### config.mk
export PLATFORM = sky130hd
export DESIGN_NAME = lsc_top
export DESIGN_NICKNAME = d
export VERILOG_FILES = /design/src/design/lsc_persist.v /design/src/design/lsc_sync2.v /design/src/design/lsc_top.v
export VERILOG_INCLUDE_DIRS = /design/src /design/src/design
export SDC_FILE = /design/constraint.sdc
export NUM_CORES = 1
export LEC_CHECK = 0
export ABC_CLOCK_PERIOD_IN_PS = 8420
export BUFFER_PORTS_ARGS = -buffer_cell sky130_fd_sc_hd__buf_4
export CAP_MARGIN = 40
export CORE_MARGIN = 4
export CORE_UTILIZATION = 55
export CTS_CLUSTER_DIAMETER = 50
export DETAILED_ROUTE_END_ITERATION = 10
export GPL_TIMING_DRIVEN = 0
export PLACE_DENSITY_LB_ADDON = 0.2
export SYNTH_ARGS = -nofsm -noshare
export SYNTH_HDL_FRONTEND = slang
export SYNTH_SLANG_ARGS = --single-unit
### constraint.sdc
create_clock -name i_clock -period 8.42 [get_ports i_clock]
set_input_delay 1.684 -clock i_clock [delete_from_list [all_inputs] [get_ports i_clock]]
set_output_delay 1.684 -clock i_clock [all_outputs]
set_load 0.05 [all_outputs]
### src/design/lsc_consts.vh
// Constants shared by the light sensor conversion control block.
`ifndef LSC_CONSTS_VH
`define LSC_CONSTS_VH
`define LSC_ADDR_CMD1       8'h00
`define LSC_ADDR_CMD2       8'h04
`define LSC_ADDR_DATA       8'h08
`define LSC_ADDR_THLO       8'h0C
`define LSC_ADDR_THHI       8'h10
`define LSC_ADDR_IRQ_STAT   8'h14
`define LSC_ADDR_IRQ_MASK   8'h18
`define LSC_ADDR_EXT        8'h1C
`define LSC_MODE_OFF        3'h0
`define LSC_MODE_VIS        3'h5
`define LSC_MODE_IR         3'h6
`define LSC_THHI_RESET      16'hFFFF
`define LSC_RESP_OKAY       2'h0
`define LSC_RESP_SLVERR     2'h2
`define LSC_EV_DONE         0
`define LSC_EV_ALARM        1
`endif

### src/design/lsc_persist.v
// Persistence filter counting consecutive out-of-window conversions.
`timescale 1ns/1ps
module lsc_persist
(
    // Clock and reset.
    input  wire        i_clock,
    input  wire        i_rst,
    // One pulse per finished conversion with its window result.
    input  wire        i_done,
    input  wire        i_outside,
    input  wire [1:0]  i_code,
    output reg         o_fire
);
    reg  [4:0] run;
    reg  [4:0] need;
    wire [4:0] next_run;
    always @*
    begin
        case (i_code)
            2'h0:    need = 5'h01;
            2'h1:    need = 5'h04;
            2'h2:    need = 5'h08;
            default: need = 5'h10;
        endcase
    end
    assign next_run = (run == 5'h1F) ? run : run + 5'h01;
    always @(posedge i_clock or posedge i_rst)
    begin
        if (i_rst)
        begin
            run    <= 5'h00;
            o_fire <= 1'b0;
        end
        else
        begin
            o_fire <= 1'b0;
            if (i_done)
            begin
                run    <= i_outside ? next_run : 5'h00;
                o_fire <= i_outside && (next_run >= need);
            end
        end
    end
endmodule

### src/design/lsc_sync2.v
// Two-stage synchroniser for a level from outside the clock domain.
`timescale 1ns/1ps
module lsc_sync2
(
    // Clock and reset.
    input  wire i_clock,
    input  wire i_rst,
    // Level in and out.
    input  wire i_async,
    output reg  o_sync
);
    reg stage1;
    always @(posedge i_clock or posedge i_rst)
    begin
        if (i_rst)
        begin
            stage1 <= 1'b0;
            o_sync <= 1'b0;
        end
        else
        begin
            stage1 <= i_async;
            o_sync <= stage1;
        end
    end
endmodule

### src/design/lsc_top.v
// Conversion sequencing, alarm and AXI4-Lite register file of the light sensor.
// Functional notes
// After reset the block is powered down and the result reads zero.
// A single command converts once, powers down, and keeps the result.
// Continuous mode converts back to back, overwriting the result each time.
// A power-down command stops conversion and powers the block down.
// Internal timing counts oscillator cycles with a counter of 4, 8, 12 or 16 bits.
// External timing integrates between two successive external timing commands.
// The result is an unsigned count as wide as the selected resolution; external timing keeps the full 16-bit count.
// Visible and infrared continuous sensing modes, programmable one after another.
// Host-programmable range field; range 1 is the finest. range_code is only stored and read back; it does not affect the count.
// Alarm is active low open drain, pulled low outside the threshold window.
// Conversions continue after the alarm is asserted.
// Alarm fires only after a configurable number of out-of-window conversions.
// Host reads the alarming count before the next conversion overwrites it.
// Host steps the range up when counts exceed 30000 under infrared light.
// Mode field 000 powers down, 101 visible, 110 infrared, others reserved.
// Persistence codes 00 to 11 need 1, 4, 8 or 16 consecutive cycles.
// Alarm and its flag clear when a first command register write completes.
// Resolution codes give 65536, 4096, 256 or 16 cycles per conversion.
`timescale 1ns/1ps
`include "lsc_consts.vh"
module lsc_top
(
    // Clock and reset.
    input  wire        i_clock,
    input  wire        i_rst,
    // Oscillator pin and sampled photo-current level.
    input  wire        i_osc,
    input  wire        i_light,
    // AXI4-Lite write address and data.
    input  wire [7:0]  i_awaddr,
    input  wire        i_awvalid,
    output reg         o_awready,
    input  wire [31:0] i_wdata,
    input  wire [3:0]  i_wstrb,
    input  wire        i_wvalid,
    output reg         o_wready,
    // AXI4-Lite write response.
    output reg  [1:0]  o_bresp,
    output reg         o_bvalid,
    input  wire        i_bready,
    // AXI4-Lite read.
    input  wire [7:0]  i_araddr,
    input  wire        i_arvalid,
    output reg         o_arready,
    output reg  [31:0] o_rdata,
    output reg  [1:0]  o_rresp,
    output reg         o_rvalid,
    input  wire        i_rready,
    // Alarm pin, open drain, and interrupt.
    output reg         o_alarm_out,
    output reg         o_alarm_oe_n,
    output reg         o_irq
);
    localparam ST_IDLE = 3'b001;
    localparam ST_INT  = 3'b010;
    localparam ST_EXT  = 3'b100;

    reg  [2:0]  state;
    reg  [2:0]  mode;
    reg  [1:0]  persist_code;
    reg  [1:0]  res_code;
    reg  [1:0]  range_code;
    reg         single;
    reg         ext_timing;
    reg  [15:0] th_lo;
    reg  [15:0] th_hi;
    reg  [15:0] result;
    reg  [15:0] osc_count;
    reg  [15:0] light_count;
    reg  [1:0]  irq_stat;
    reg  [1:0]  irq_mask;
    reg         alarm_flag;
    reg         done;
    reg  [15:0] done_value;
    reg         osc_prev;
    reg  [7:0]  aw_addr;
    reg         aw_held;
    reg  [31:0] w_data;
    reg         w_held;
    reg         w_strb0;
    reg         parked;
    reg  [15:0] last_cnt;
    reg  [15:0] next_value;
    wire        osc_sync;
    wire        light_sync;
    wire        osc_tick;
    wire        fire;
    wire        wr_go;
    wire        wr_cmd1;
    wire        wr_cmd2;
    wire        wr_ext;
    wire        ext_mark;
    wire        wr_map;

    lsc_sync2 u_sync_osc
    (
        .i_clock (i_clock),
        .i_rst   (i_rst),
        .i_async (i_osc),
        .o_sync  (osc_sync)
    );
    lsc_sync2 u_sync_light
    (
        .i_clock (i_clock),
        .i_rst   (i_rst),
        .i_async (i_light),
        .o_sync  (light_sync)
    );

    // Rising edges of the synchronised oscillator give the conversion enable.
    assign osc_tick = osc_sync && !osc_prev;

    // cycles per resolution
    always @*
    begin
        case (res_code)
            2'h0:    last_cnt = 16'hFFFF;
            2'h1:    last_cnt = 16'h0FFF;
            2'h2:    last_cnt = 16'h00FF;
            default: last_cnt = 16'h000F;
        endcase
    end

    // width-limited count
    always @*
    begin
        next_value = light_count & last_cnt;
        if (ext_timing)
        begin
            next_value = light_count;
        end
    end

    // Write channel capture; address and data may arrive in either order.
    assign wr_go   = aw_held && w_held && !o_bvalid;
    assign wr_cmd1 = wr_go && aw_addr == `LSC_ADDR_CMD1;
    assign wr_cmd2 = wr_go && aw_addr == `LSC_ADDR_CMD2;
    assign wr_ext  = wr_go && aw_addr == `LSC_ADDR_EXT;
    assign ext_mark = wr_ext && w_data[0];
    assign wr_map  = aw_addr == `LSC_ADDR_CMD1 || aw_addr == `LSC_ADDR_CMD2 ||
                     aw_addr == `LSC_ADDR_THLO || aw_addr == `LSC_ADDR_THHI ||
                     aw_addr == `LSC_ADDR_IRQ_STAT || aw_addr == `LSC_ADDR_IRQ_MASK ||
                     aw_addr == `LSC_ADDR_EXT || aw_addr == `LSC_ADDR_DATA;

    always @(posedge i_clock or posedge i_rst)
    begin
        if (i_rst)
        begin
            o_awready <= 1'b1;
            o_wready  <= 1'b1;
            aw_held   <= 1'b0;
            w_held    <= 1'b0;
            aw_addr   <= 8'h00;
            w_data    <= 32'h00000000;
            w_strb0   <= 1'b0;
            o_bvalid  <= 1'b0;
            o_bresp   <= `LSC_RESP_OKAY;
        end
        else
        begin
            if (i_awvalid && o_awready)
            begin
                aw_addr   <= i_awaddr;
                aw_held   <= 1'b1;
                o_awready <= 1'b0;
            end
            if (i_wvalid && o_wready)
            begin
                w_data   <= i_wdata;
                w_strb0  <= i_wstrb[0];
                w_held   <= 1'b1;
                o_wready <= 1'b0;
            end
            if (wr_go)
            begin
                o_bvalid <= 1'b1;
                o_bresp  <= wr_map ? `LSC_RESP_OKAY : `LSC_RESP_SLVERR;
                aw_held  <= 1'b0;
                w_held   <= 1'b0;
            end
            if (o_bvalid && i_bready)
            begin
                o_bvalid  <= 1'b0;
                o_awready <= 1'b1;
                o_wready  <= 1'b1;
            end
        end
    end

    // Configuration registers.
    always @(posedge i_clock or posedge i_rst)
    begin
        if (i_rst)
        begin
            mode         <= `LSC_MODE_OFF;
            persist_code <= 2'h0;
            res_code     <= 2'h0;
            range_code   <= 2'h0;
            single       <= 1'b0;
            ext_timing   <= 1'b0;
            th_lo        <= 16'h0000;
            th_hi        <= `LSC_THHI_RESET;
            irq_mask     <= 2'h0;
        end
        else if (wr_go)
        begin
            if (wr_cmd1 && w_strb0)
            begin
                // mode field
                mode         <= w_data[7:5];
                persist_code <= w_data[1:0];
                single       <= w_data[8];
            end
            if (wr_cmd2 && w_strb0)
            begin
                // range selection
                range_code <= w_data[1:0];
                res_code   <= w_data[3:2];
                ext_timing <= w_data[4];
            end
            if (aw_addr == `LSC_ADDR_THLO)
            begin
                th_lo <= w_data[15:0];
            end
            if (aw_addr == `LSC_ADDR_THHI)
            begin
                th_hi <= w_data[15:0];
            end
            if (aw_addr == `LSC_ADDR_IRQ_MASK)
            begin
                irq_mask <= w_data[1:0];
            end
        end
    end

    // Conversion sequencer.
    always @(posedge i_clock or posedge i_rst)
    begin
        if (i_rst)
        begin
            state       <= ST_IDLE;
            osc_prev    <= 1'b0;
            osc_count   <= 16'h0000;
            light_count <= 16'h0000;
            done        <= 1'b0;
            done_value  <= 16'h0000;
            parked      <= 1'b0;
        end
        else
        begin
            osc_prev <= osc_sync;
            done     <= 1'b0;
            // rewrite re-arms
            if (wr_cmd1)
            begin
                parked <= 1'b0;
            end
            case (state)
                ST_IDLE:
                begin
                    osc_count   <= 16'h0000;
                    light_count <= 16'h0000;
                    // visible or infrared
                    if (!parked && (mode == `LSC_MODE_VIS || mode == `LSC_MODE_IR))
                    begin
                        // wait for first mark
                        if (ext_timing)
                        begin
                            if (ext_mark)
                            begin
                                state <= ST_EXT;
                            end
                        end
                        else
                        begin
                            state <= ST_INT;
                        end
                    end
                end
                ST_INT:
                begin
                    // power-down stops conversion
                    if (mode != `LSC_MODE_VIS && mode != `LSC_MODE_IR)
                    begin
                        state <= ST_IDLE;
                    end
                    else if (osc_tick)
                    begin
                        // n-bit oscillator count
                        if (osc_count == last_cnt)
                        begin
                            done        <= 1'b1;
                            done_value  <= next_value;
                            osc_count   <= 16'h0000;
                            light_count <= 16'h0000;
                            // back to back
                            state <= single ? ST_IDLE : ST_INT;
                            // single shot parks
                            parked <= single;
                        end
                        else
                        begin
                            osc_count <= osc_count + 16'h0001;
                            if (light_sync && light_count != 16'hFFFF)
                            begin
                                light_count <= light_count + 16'h0001;
                            end
                        end
                    end
                end
                ST_EXT:
                begin
                    if (mode != `LSC_MODE_VIS && mode != `LSC_MODE_IR)
                    begin
                        state <= ST_IDLE;
                    end
                    // second mark ends integration
                    else if (ext_mark)
                    begin
                        done        <= 1'b1;
                        done_value  <= next_value;
                        light_count <= 16'h0000;
                        state       <= single ? ST_IDLE : ST_EXT;
                        parked      <= single;
                    end
                    else if (osc_tick && light_sync && light_count != 16'hFFFF)
                    begin
                        light_count <= light_count + 16'h0001;
                    end
                end
                default:
                begin
                    state <= ST_IDLE;
                end
            endcase
        end
    end

    // Single shot keeps the mode field readable, so a parked flag, not the mode, blocks a restart.

    lsc_persist u_persist
    (
        .i_clock   (i_clock),
        .i_rst     (i_rst),
        .i_done    (done),
        .i_outside (done_value > th_hi || done_value < th_lo),
        .i_code    (persist_code),
        .o_fire    (fire)
    );

    // Result, alarm flag and interrupt status.
    always @(posedge i_clock or posedge i_rst)
    begin
        if (i_rst)
        begin
            // result starts at zero
            result       <= 16'h0000;
            alarm_flag   <= 1'b0;
            irq_stat     <= 2'h0;
            o_alarm_out  <= 1'b0;
            o_alarm_oe_n <= 1'b1;
            o_irq        <= 1'b0;
        end
        else
        begin
            // result refresh ignores the alarm
            if (done)
            begin
                result <= done_value;
            end
            // persistence gate
            // persistence codes
            if (fire)
            begin
                alarm_flag <= 1'b1;
            end
            // clear on command write
            else if (wr_cmd1)
            begin
                alarm_flag <= 1'b0;
            end
            // Set wins over a write-one clear in the same cycle.
            irq_stat[`LSC_EV_DONE]  <= done ||
                (irq_stat[`LSC_EV_DONE] && !(wr_go && aw_addr == `LSC_ADDR_IRQ_STAT && w_data[0]));
            irq_stat[`LSC_EV_ALARM] <= fire ||
                (irq_stat[`LSC_EV_ALARM] && !(wr_go && aw_addr == `LSC_ADDR_IRQ_STAT && w_data[1]));
            o_irq        <= |(irq_stat & irq_mask);
            // active low open drain
            o_alarm_out  <= 1'b0;
            o_alarm_oe_n <= !alarm_flag;
        end
    end

    // Read channel; one read outstanding, answered one cycle after the address.
    always @(posedge i_clock or posedge i_rst)
    begin
        if (i_rst)
        begin
            o_arready <= 1'b1;
            o_rvalid  <= 1'b0;
            o_rdata   <= 32'h00000000;
            o_rresp   <= `LSC_RESP_OKAY;
        end
        else if (o_rvalid)
        begin
            if (i_rready)
            begin
                o_rvalid  <= 1'b0;
                o_arready <= 1'b1;
            end
        end
        else if (i_arvalid && o_arready)
        begin
            o_arready <= 1'b0;
            o_rvalid  <= 1'b1;
            o_rresp   <= `LSC_RESP_OKAY;
            case (i_araddr)
                `LSC_ADDR_CMD1:     o_rdata <= {23'h000000, single, mode, 2'h0, alarm_flag, persist_code};
                `LSC_ADDR_CMD2:     o_rdata <= {27'h0000000, ext_timing, res_code, range_code};
                `LSC_ADDR_DATA:     o_rdata <= {16'h0000, result};
                `LSC_ADDR_THLO:     o_rdata <= {16'h0000, th_lo};
                `LSC_ADDR_THHI:     o_rdata <= {16'h0000, th_hi};
                `LSC_ADDR_IRQ_STAT: o_rdata <= {30'h00000000, irq_stat};
                `LSC_ADDR_IRQ_MASK: o_rdata <= {30'h00000000, irq_mask};
                `LSC_ADDR_EXT:      o_rdata <= {29'h00000000, state};
                default:
                begin
                    o_rdata <= 32'h00000000;
                    o_rresp <= `LSC_RESP_SLVERR;
                end
            endcase
        end
    end
endmodule

# Word level (Yosys, flattened, before mapping)
# Index checks and enable logic that the tools add are counted.
# W data, S select, Z words.
classes:
  n_eq_ne: 41
  n_reduce_logical: 68
  n_bitwise: 3
  muxes: 69
  order_cmp: 3
  add_sub_neg: 3
ops:
  columns: ["op", "n"]
  rows:
  - ["$mux W16", 16]
  - ["$pmux W16 S8", 1]
  - ["$pmux W16 S3", 2]
  - ["$eq A8 B5 Y1 const B", 8]
  - ["$pmux W16 S2", 2]
  - ["$add A16 B1 Y16 const B", 2]
  - ["$eq A8 B4 Y1 const B", 4]
  - ["$mux W1", 30]
  - ["$mux W3", 9]
  - ["$logic_and A1 B1 Y1", 24]
  - ["$ne A3 B3 Y1 const B", 8]
  - ["$reduce_bool A2 Y1", 9]
  - ["$and A16 B16 Y16", 1]
  - ["$eq A16 B16 Y1", 1]
  - ["$eq A8 B3 Y1 const B", 2]
  - ["$gt A16 B16 Y1", 1]
  - ["$logic_not A8 Y1", 2]
  - ["$lt A16 B16 Y1", 1]
  - ["$ne A16 B16 Y1 const B", 1]
  - ["$pmux W5 S3", 1]
  - ["$reduce_and A2 Y1", 7]
  - ["$ne A2 B2 Y1 const B", 6]
  - ["$reduce_and A6 Y1", 2]
  - ["$logic_or A1 B1 Y1", 11]
  - ["22 further kinds", 36]
totals:
  input_bits: 61
  regBits: 198
  out_inout_bits: 44
  wordCells: 227

# Depth between registers and ports, before layout
# Gate-level depths: netlist of run 1.
depth:
  word_depth: 9
  depth_mapped: 10
  mapped_depth_nobuf: 8

# By module
# Synthesis of run 1 repeated with hierarchy kept, for this count alone.
unflattened:
  hier_cells: 870
  area_unflattened_um2: 9217.6
modules_own_cells:
  columns: ["module", "seq_area_each_um2", "cells_each", "area_each_um2", "instances"]
  rows:
  - ["lsc_top", 4280.4, 816, 8660.8, 1]
  - ["lsc_persist", 150.1, 48, 449.2, 1]
  - ["lsc_sync2", 50.0, 3, 53.8, 2]

# Worst setup path before layout of run 1
# No wires, ideal clock.
synth_path:
  path_kind: "input port to flip-flop"
  from: "in i_araddr[1]"
  to: "reg o_rdata[6]"
  stages: 6
  t_arrival_ps: 3393
  setup_slack_ps: 4945
  setup_ps: 82
  path_buffers: 1
  required_time_ps: 8338
  cell_sequence: "or4_1 or2_2 nor4b_2 buf_2 a222oi_1 a31oi_1"
synth_via:
  elab_chain_len: 2
  word_cells_on_any_way: 9
  classes_between: "eq/ne: 7; mux: 1; reduce/logical: 1"
synth_rtl:
  columns: ["element", "line_no", "text"]
  rows:
  - ["start: declaration", "lsc_top.v:44", "input wire [7:0] i_araddr,"]
  - ["$eq A8 B5 Y1, or another cell as far along", "lsc_top.v:419", "case (i_araddr)"]
  - ["$pmux W16 S8 (*)", "lsc_top.v:419", null]
  - ["end signal: assignment", "lsc_top.v:420", "`LSC_ADDR_CMD1: o_rdata <= {23'h000000, single, mode, 2'h0, alarm_flag, persist_code};"]
  - ["end signal: assignment", "lsc_top.v:421", "`LSC_ADDR_CMD2: o_rdata <= {27'h0000000, ext_timing, res_code, range_code};"]
  - ["end signal: assignment", "lsc_top.v:422", "`LSC_ADDR_DATA: o_rdata <= {16'h0000, result};"]
  - ["end: declaration", "lsc_top.v:47", "output reg [31:0] o_rdata,"]
# Mark *: on every way between the ends. The rest lies on a longest branch, timed or not.
# A chain may end at the register's enable or synchronous reset.

# Worst setup path in the final report of run 1
layout_path:
  from: "in i_araddr[1]"
  to: "reg o_rdata[10]"
# The elaborated chain is that of the path after synthesis.

==> impl_metrics.csv, run 1 <==
group,metric,value,unit
run_status,status,"finished clean",
place,dp_cells,1155,
power_and_ir_drop,power_frac_comb,0.261,
detailed_routing,wl_per_cell,17.3,um
power_and_ir_drop,clockPowerShare,0.310,
yosys,synth-seq-cells,180,
setup_path,critPathKind,"primary input to flip-flop",
cells_and_area,drive_above_1_share,0.270,
global_routing,grt_pass1_wl,33400,um
global_routing,grt_pass1_vias,6424,
timing,min_period,3.80,ns
global_routing,grt_antenna_before_repair,0,
yosys,synthMostInstantiatedCell,"dfrtp_1",
yosys,yosysTopAreaCell,"dfrtp_1",
clocking,post_cts_resized,0,
clocking,clkTransAtPathRegs,0.06,ns
die,ios,105,
die,start_util,0.559,
yosys,yosysSeqAreaShare,0.492,
yosys,synth_cell_types,63,
detailed_routing,via_count,6748,
setup_path,cp_top_family,"simple AND/OR/NAND/NOR gates",
cells_and_area,ff_latch_area,0.00453,mm2
global_routing,grt_max_degree,95,
clocking,cts_buffers,17,
place,port_buffers,65,
detailed_routing,drc,0,
yosys,netlist_area,0.00921,mm2
die,num_rows,47,
timing,slew_headroom,0.404,
setup_path,path_buf_inv,3,
cells_and_area,final_net_count,1053,
setup_path,path_cells,"buf_4 > or4_1 > nor3_1 > and3b_1 > clkbuf_1 > clkbuf_1 > a222oi_1 > o21ai_0",
job,maxCapViolations,0,
clocking,cts.sinks,180,
die,core_area,0.0165,mm2
setup_path,worst_setup_path_end_kind,"flip-flop",
clocking,clkLatencyLatePin,0.43,ns
detailed_routing,drtIter0Drc,547,
yosys,synth-edff-count,0,
setup_path,critPathMaxStageDelay,0.54,ns
worst_hold_path,hp-class,"flip-flop to flip-flop",
cells_and_area,layoutNonFillerInstCount,1187,
clocking,cts-root-buf,"clkbuf_16",
cells_and_area,nFillCells,1350,
timing,drv_slew,0,
power_and_ir_drop,pwr-share-seq,0.429,
place,dpl.hpwl,14900,um
global_routing,overflow,0,
die,die_area,0.0189,mm2
setup_path,cp_data_required_time,8.76,ns
yosys,synth_top_area_frac,0.432,
die,die_w,137,um
cells_and_area,syn_to_final_growth,16.2,%
global_routing,grt.total_usage,0.228,
detailed_routing,drtAntennaViolNets,0,
yosys,post_synth.cell_area_avg,10.8,um2
clocking,cts_tree,"yes",
yosys,yosys_warnings,0,
power_and_ir_drop,ir_worst_vdd,0.150,mV
clocking,clockBufferDepth,2,
timing,finClkSkew,0.00836,ns
setup_path,cp_max_fo,10,
yosys,syn_inst,850,
detailed_routing,via_per_inst,5.68,
power_and_ir_drop,leakage,0.00487,uW
power_and_ir_drop,p_per_area,246,mW/mm2
clocking,post-cts-setup-buffers,0,
die,dieHeight,137,um
detailed_routing,routed_wirelength,20500,um
yosys,async_flop_share,1.00,
setup_path,arrival,4.14,ns
timing,fmax,0.263,GHz
setup_path,cp_slowest_cell,"or4_1",
power_and_ir_drop,p_switching,866,uW
setup_path,cp-start-kind,"primary input",
cells_and_area,multi_input_area,0.00418,mm2
yosys,synthTopCellsByArea,"dfrtp_1, mux2_2, dfstp_2",
detailed_routing,dr.pass1.iters,6,
timing,final-hold-violation-count,0,
cells_and_area,diodes,0,
yosys,synth_common_cells,"dfrtp_1, mux2_2, inv_1, nand2_1, nor2_1",
setup_path,critical_path.most_common_cell,"clkbuf_1",
place,place_worst_setup_slack,4.21,ns
clocking,ctsHoldBuffers,0,
timing,worstMarginPinSlew,0.886,ns
timing,fin_crit_sh,0.451,
timing,fin_ws,4.62,ns
timing,setup_viol,0,
power_and_ir_drop,intPower,1770,uW
timing,fin_tns_setup,0,ns
power_and_ir_drop,switching_share,0.329,
clocking,htree_levels,4,
place,gp_congestion,0.863,
timing,rsz0062_at_grt,"no",
yosys,ys.flop_type,"dfrtp_1",
==> per-stage QoR <==
step | utilization | total power, uW | hold slack, ns | instance area, um2
2_1_floorplan | - | 1610 | 0.331 | 9270
3_3_place_gp | 0.609 | 1800 | 0.332 | 10000
3_5_place_dp | 0.612 | 1830 | 0.340 | 10100
4_1_cts | 0.650 | 2650 | 0.355 | 10700
5_1_grt | 0.650 | 2780 | 0.368 | 10700
6_report | 0.650 | 2630 | 0.352 | 10700
==> registers in the layout, summed over array words and instances, names as in the netlist, 2 cells and up <==
signal and count:
u_persist.run 5, state 3, irq_stat 2, result 16
irq_mask 2, o_rdata 16, aw_addr 8, osc_count 16
range_code 2, th_hi 16, persist_code 2, mode 3
w_data 16, res_code 2, th_lo 16, done_value 16
light_count 16
==> power groups by stage <==
stage          Sequential [uW]  Combinational (uW)  Clock [uW]
2_1_floorplan             1180                 435           0
3_3_place_gp              1140                 666           0
3_5_place_dp              1140                 684           0
4_1_cts                   1130                 691         831
5_1_grt                   1150                 759         871
6_report                  1130                 687         815
==> layout by cell type (no fill, tap or decap), drive strengths merged, types with 6 or more instances in the layout <==
cell type    n
nand4       25
and3        11
nor2        49
nand3       19
nand2b      14
o21ai       35
or2          6
a222oi      11
ha          38
inv         66
a21o        11
mux2        95
buf         98
xnor2        6
xor2         8
nand2       66
dfstp       21
a21oi       23
clkbuf      45
dfrtp      159
a211oi      14
or3          7
a31oi       12
o22ai       14
or4          6
nor2b        6
nor3         7
mux2i       17
conb        19
==> worst paths after layout <==
check,from,cells after the start,to,slack (ns)
worst max-delay path,i_araddr[1],8,o_rdata[10],4.62
worst min-delay path,u_sync_light.stage1,0,u_sync_light.o_sync,0.35
max in group asynchronous,i_rst,3,th_hi[4],6.22
worst max register to register,light_count[0],8,light_count[10],5.42
min in group asynchronous,i_rst,2,osc_count[0],1.32
worst min register to register,u_sync_light.stage1,0,u_sync_light.o_sync,0.35
==> metal layers <==
metal	vias to the layer above	GRT usage	routed length, um
met5	-	0	0
met4	0	0.0576	206
met3	23	0.0482	1170
met2	212	0.374	9970
met1	3275	0.312	9170
li1	3238	-	-
==> logic make-up (layout without fill, tap and decap cells) <==
kind of cell,count (synthesis),after routing,synth area share
buf+inv,119,218,0.0609
fa+ha+maj,38,38,0.0517
mux,115,115,0.142
xor+xnor,14,14,0.0133
other cells,1,19,0.000407
compound gates,145,145,0.105
flops,180,180,0.492
simple gates,238,238,0.134
==> worst register-to-register path, delay by kind of cell (launching register included) <==
| kind | cells | cell delay, ns |
|---|---|---|
| DFF | 1 | 0.44 |
| adders and majority gates | 1 | 0.25 |
| buffers and inverters | 2 | 0.73 |
| AOI/OAI and AO/OA | 3 | 1.05 |
| and+or+nand+nor | 2 | 0.45 |
==> cell type report <==
| cell class | count | area share |
|---|---|---|
| clock inverters | 10 | 0.0113 |
| plain buffers | 54 | 0.0296 |
| repair buffers | 67 | 0.0492 |
| inverters | 65 | 0.0235 |
| clock buffers | 22 | 0.0462 |
| flip-flops and latches | 180 | 0.424 |
| well taps | 220 | 0.0257 |
| multi-input cells | 569 | 0.391 |
Power figures use the tool's default switching activity.
==> inputs of run 2 (changes only) <==
ABC_AREA = 1   (was default)
ABC_CLOCK_PERIOD_IN_PS = 4000   (was 8420)
clock period = 4 ns   (was 8.42 ns; I/O delays follow)
==> impl_metrics.csv, run 2 <==
group,metric,value,unit
detailed_routing,drtAntennaViolNets,0,
clocking,clkTransAtPathRegs,0.07,ns
yosys,post_synth.cell_area_avg,7.88,um2
cells_and_area,fin_area,0.0111,mm2
cells_and_area,final_net_count,1421,
cells_and_area,diodes,0,
clocking,cts_buffers,17,
yosys,syn_inst,1213,
clocking,htree_levels,4,
timing,rsz0062_at_grt,"no",
place,dpl_cell_area,0.0105,mm2
clocking,post-cts-setup-buffers,0,
timing,setup_viol,0,
die,dieHeight,140,um
clocking,clkLatencyLatePin,0.44,ns
setup_path,arrival,2.42,ns
yosys,yosysTopAreaCell,"dfrtp_1",
detailed_routing,via_per_inst,5.37,
detailed_routing,drc,0,
yosys,async_flop_share,1.00,
global_routing,grt_max_degree,40,
clocking,cts_tree,"yes",
power_and_ir_drop,p_per_area,528,mW/mm2
place,port_buffers,66,
setup_path,cp_max_fo,5,
place,gp_congestion,0.939,
cells_and_area,nFillCells,1473,
cells_and_area,drive_above_1_share,0.150,
yosys,netlist_area,0.00956,mm2
yosys,synth_common_cells,"nand2_1, dfrtp_1, inv_1",
die,core_area,0.0168,mm2
yosys,synthMostInstantiatedCell,"nand2_1",
global_routing,overflow,0,
worst_hold_path,hp-class,"flip-flop to flip-flop",
power_and_ir_drop,p_total,5840,uW
detailed_routing,routed_wirelength,24300,um
setup_path,reg2reg_to,"u_persist.o_fire",
run_status,status,"finished clean",
setup_path,crit-reg2reg-launch,"th_hi[13]",
clocking,cts.sinks,180,
detailed_routing,drtIter0Drc,737,
timing,fin_crit_sh,0.533,
yosys,synthTopCellsByArea,"dfrtp_1, nand2_1, o21ai_0",
clocking,post_cts_resized,0,
timing,finClkSkew,0.0134,ns
yosys,synth-edff-count,0,
cells_and_area,syn_to_final_growth,15.7,%
timing,worstMarginPinSlew,0.559,ns
timing,slew_headroom,0.627,
power_and_ir_drop,ir_worst_vdd,0.360,mV
global_routing,grt.total_usage,0.257,
setup_path,cp-start-kind,"flip-flop",
place,dpl.hpwl,18500,um
global_routing,grt_pass1_wl,40900,um
detailed_routing,dr.pass1.iters,6,
cells_and_area,utilization,0.658,
yosys,yosys_warnings,0,
worst_hold_path,holdCritStartpoint,"u_sync_light.stage1",
setup_path,critPathKind,"flip-flop to flip-flop",
die,ios,105,
clocking,ctsHoldBuffers,0,
cells_and_area,final_common_cell,"nand2_1",
yosys,synth-seq-cells,180,
clocking,cts-root-buf,"clkbuf_16",
setup_path,cp_data_required_time,4.29,ns
job,maxCapViolations,0,
setup_path,ff2ff_path_depth,9,
worst_hold_path,whs_endpoint,"u_sync_light.o_sync",
global_routing,grt_pass1_vias,7980,
timing,drv_slew,0,
detailed_routing,via_count,8346,
cells_and_area,final_cell_mix,"nand2_1, dfrtp_1, inv_1",
yosys,synth_top_area_frac,0.416,
global_routing,grt_antenna_before_repair,0,
yosys,synth_cell_types,45,
yosys,ys.flop_type,"dfrtp_1",
setup_path,worst_setup_path_end_kind,"flip-flop",
worst_hold_path,min_path_cells,0,
clocking,clockBufferDepth,2,
timing,fin_tns_setup,0,ns
die,num_rows,47,
die,die_w,140,um
die,start_util,0.568,
detailed_routing,wl_per_cell,15.6,um
timing,min_period,2.13,ns
power_and_ir_drop,leakage,0.00544,uW
setup_path,ff2ff_setup_slack,1.87,ns
timing,fmax,0.469,GHz
die,die_area,0.0196,mm2
timing,final-hold-violation-count,0,
yosys,yosysSeqAreaShare,0.474,
run 2: changes by cell type in the layout (fill, tap and decap cells not counted), moves of 11 or more:
cell / delta
nor2_1: +31
a31oi_1: -11
and3_1: -11
a222oi_1: -11
nand3_1: +36
nand2_1: +277
o21ai_0: +103
inv_1: +88
nand2b_1: -14
a211oi_1: -14
nand2_2: +17
mux2i_1: -17
mux2_2: -94
run 2: stage by stage:
step	instances	setup slack, ns	hold WS (ns)
final	1555	1.87	0.351
after global routing	1555	1.66	0.369
after CTS	1555	1.88	0.357
after detailed placement	1523	1.52	0.341
after global placement	1517	-0.193	0.332
after floorplan	1231	0.909	0.331
run 2: worst max-delay path, cell delays in order, from the launching register on:
cell	delay, ns
dfstp_2	0.53
inv_1	0.08
ha_1	0.31
nand2_1	0.08
nor4_1	0.42
nand3_1	0.13
nand2_1	0.12
nand2_1	0.15
nand2_1	0.12
nor2_1	0.05
run 2: worst max path at each step:
stage,end,from,cells after the start
global route,u_persist.o_fire,th_hi[13],10
finish,u_persist.o_fire,th_hi[13],9
global placement,done_value[4],i_rst,2
floorplan,alarm_flag,i_rst,1
detailed placement,o_rdata[1],i_araddr[0],11
CTS,u_persist.o_fire,th_hi[13],9
run 2: final cells by class:
class | instances | area (um2) | share of cell area
repair buffers | 72 | 608 | 0.0550
multi-input cells | 840 | 4220 | 0.381
clock inverters | 11 | 91.3 | 0.00826
flip-flops and latches | 180 | 4530 | 0.410
clock buffers | 21 | 450 | 0.0407
inverters | 162 | 612 | 0.0553
well taps | 220 | 275 | 0.0249
plain buffers | 49 | 274 | 0.0248
run 2: cells by family after synthesis:
| kind of cell | Yosys count | share of synthesized area |
|---|---|---|
| compound gates | 211 | 0.121 |
| other cells | 1 | 0.000392 |
| fa+ha+maj | 38 | 0.0497 |
| flops | 180 | 0.474 |
| simple gates | 558 | 0.250 |
| buf+inv | 211 | 0.0923 |
| xor+xnor | 14 | 0.0128 |
run 2: power by group:
group	total (uW)	leakage [uW]	switching, uW	internal, uW
combinational	1890	0.00281	1340	550
clock	1560	0.000264	732	826
sequential	2400	0.00237	198	2200
run 2: routing by layer:
metal / routed length, um / GRT usage / part of all wire
met5: 0 / 0 / 0
met4: 703 / 0.0877 / 0.029
met3: 1810 / 0.0412 / 0.074
met2: 10600 / 0.382 / 0.44
met1: 11200 / 0.386 / 0.46
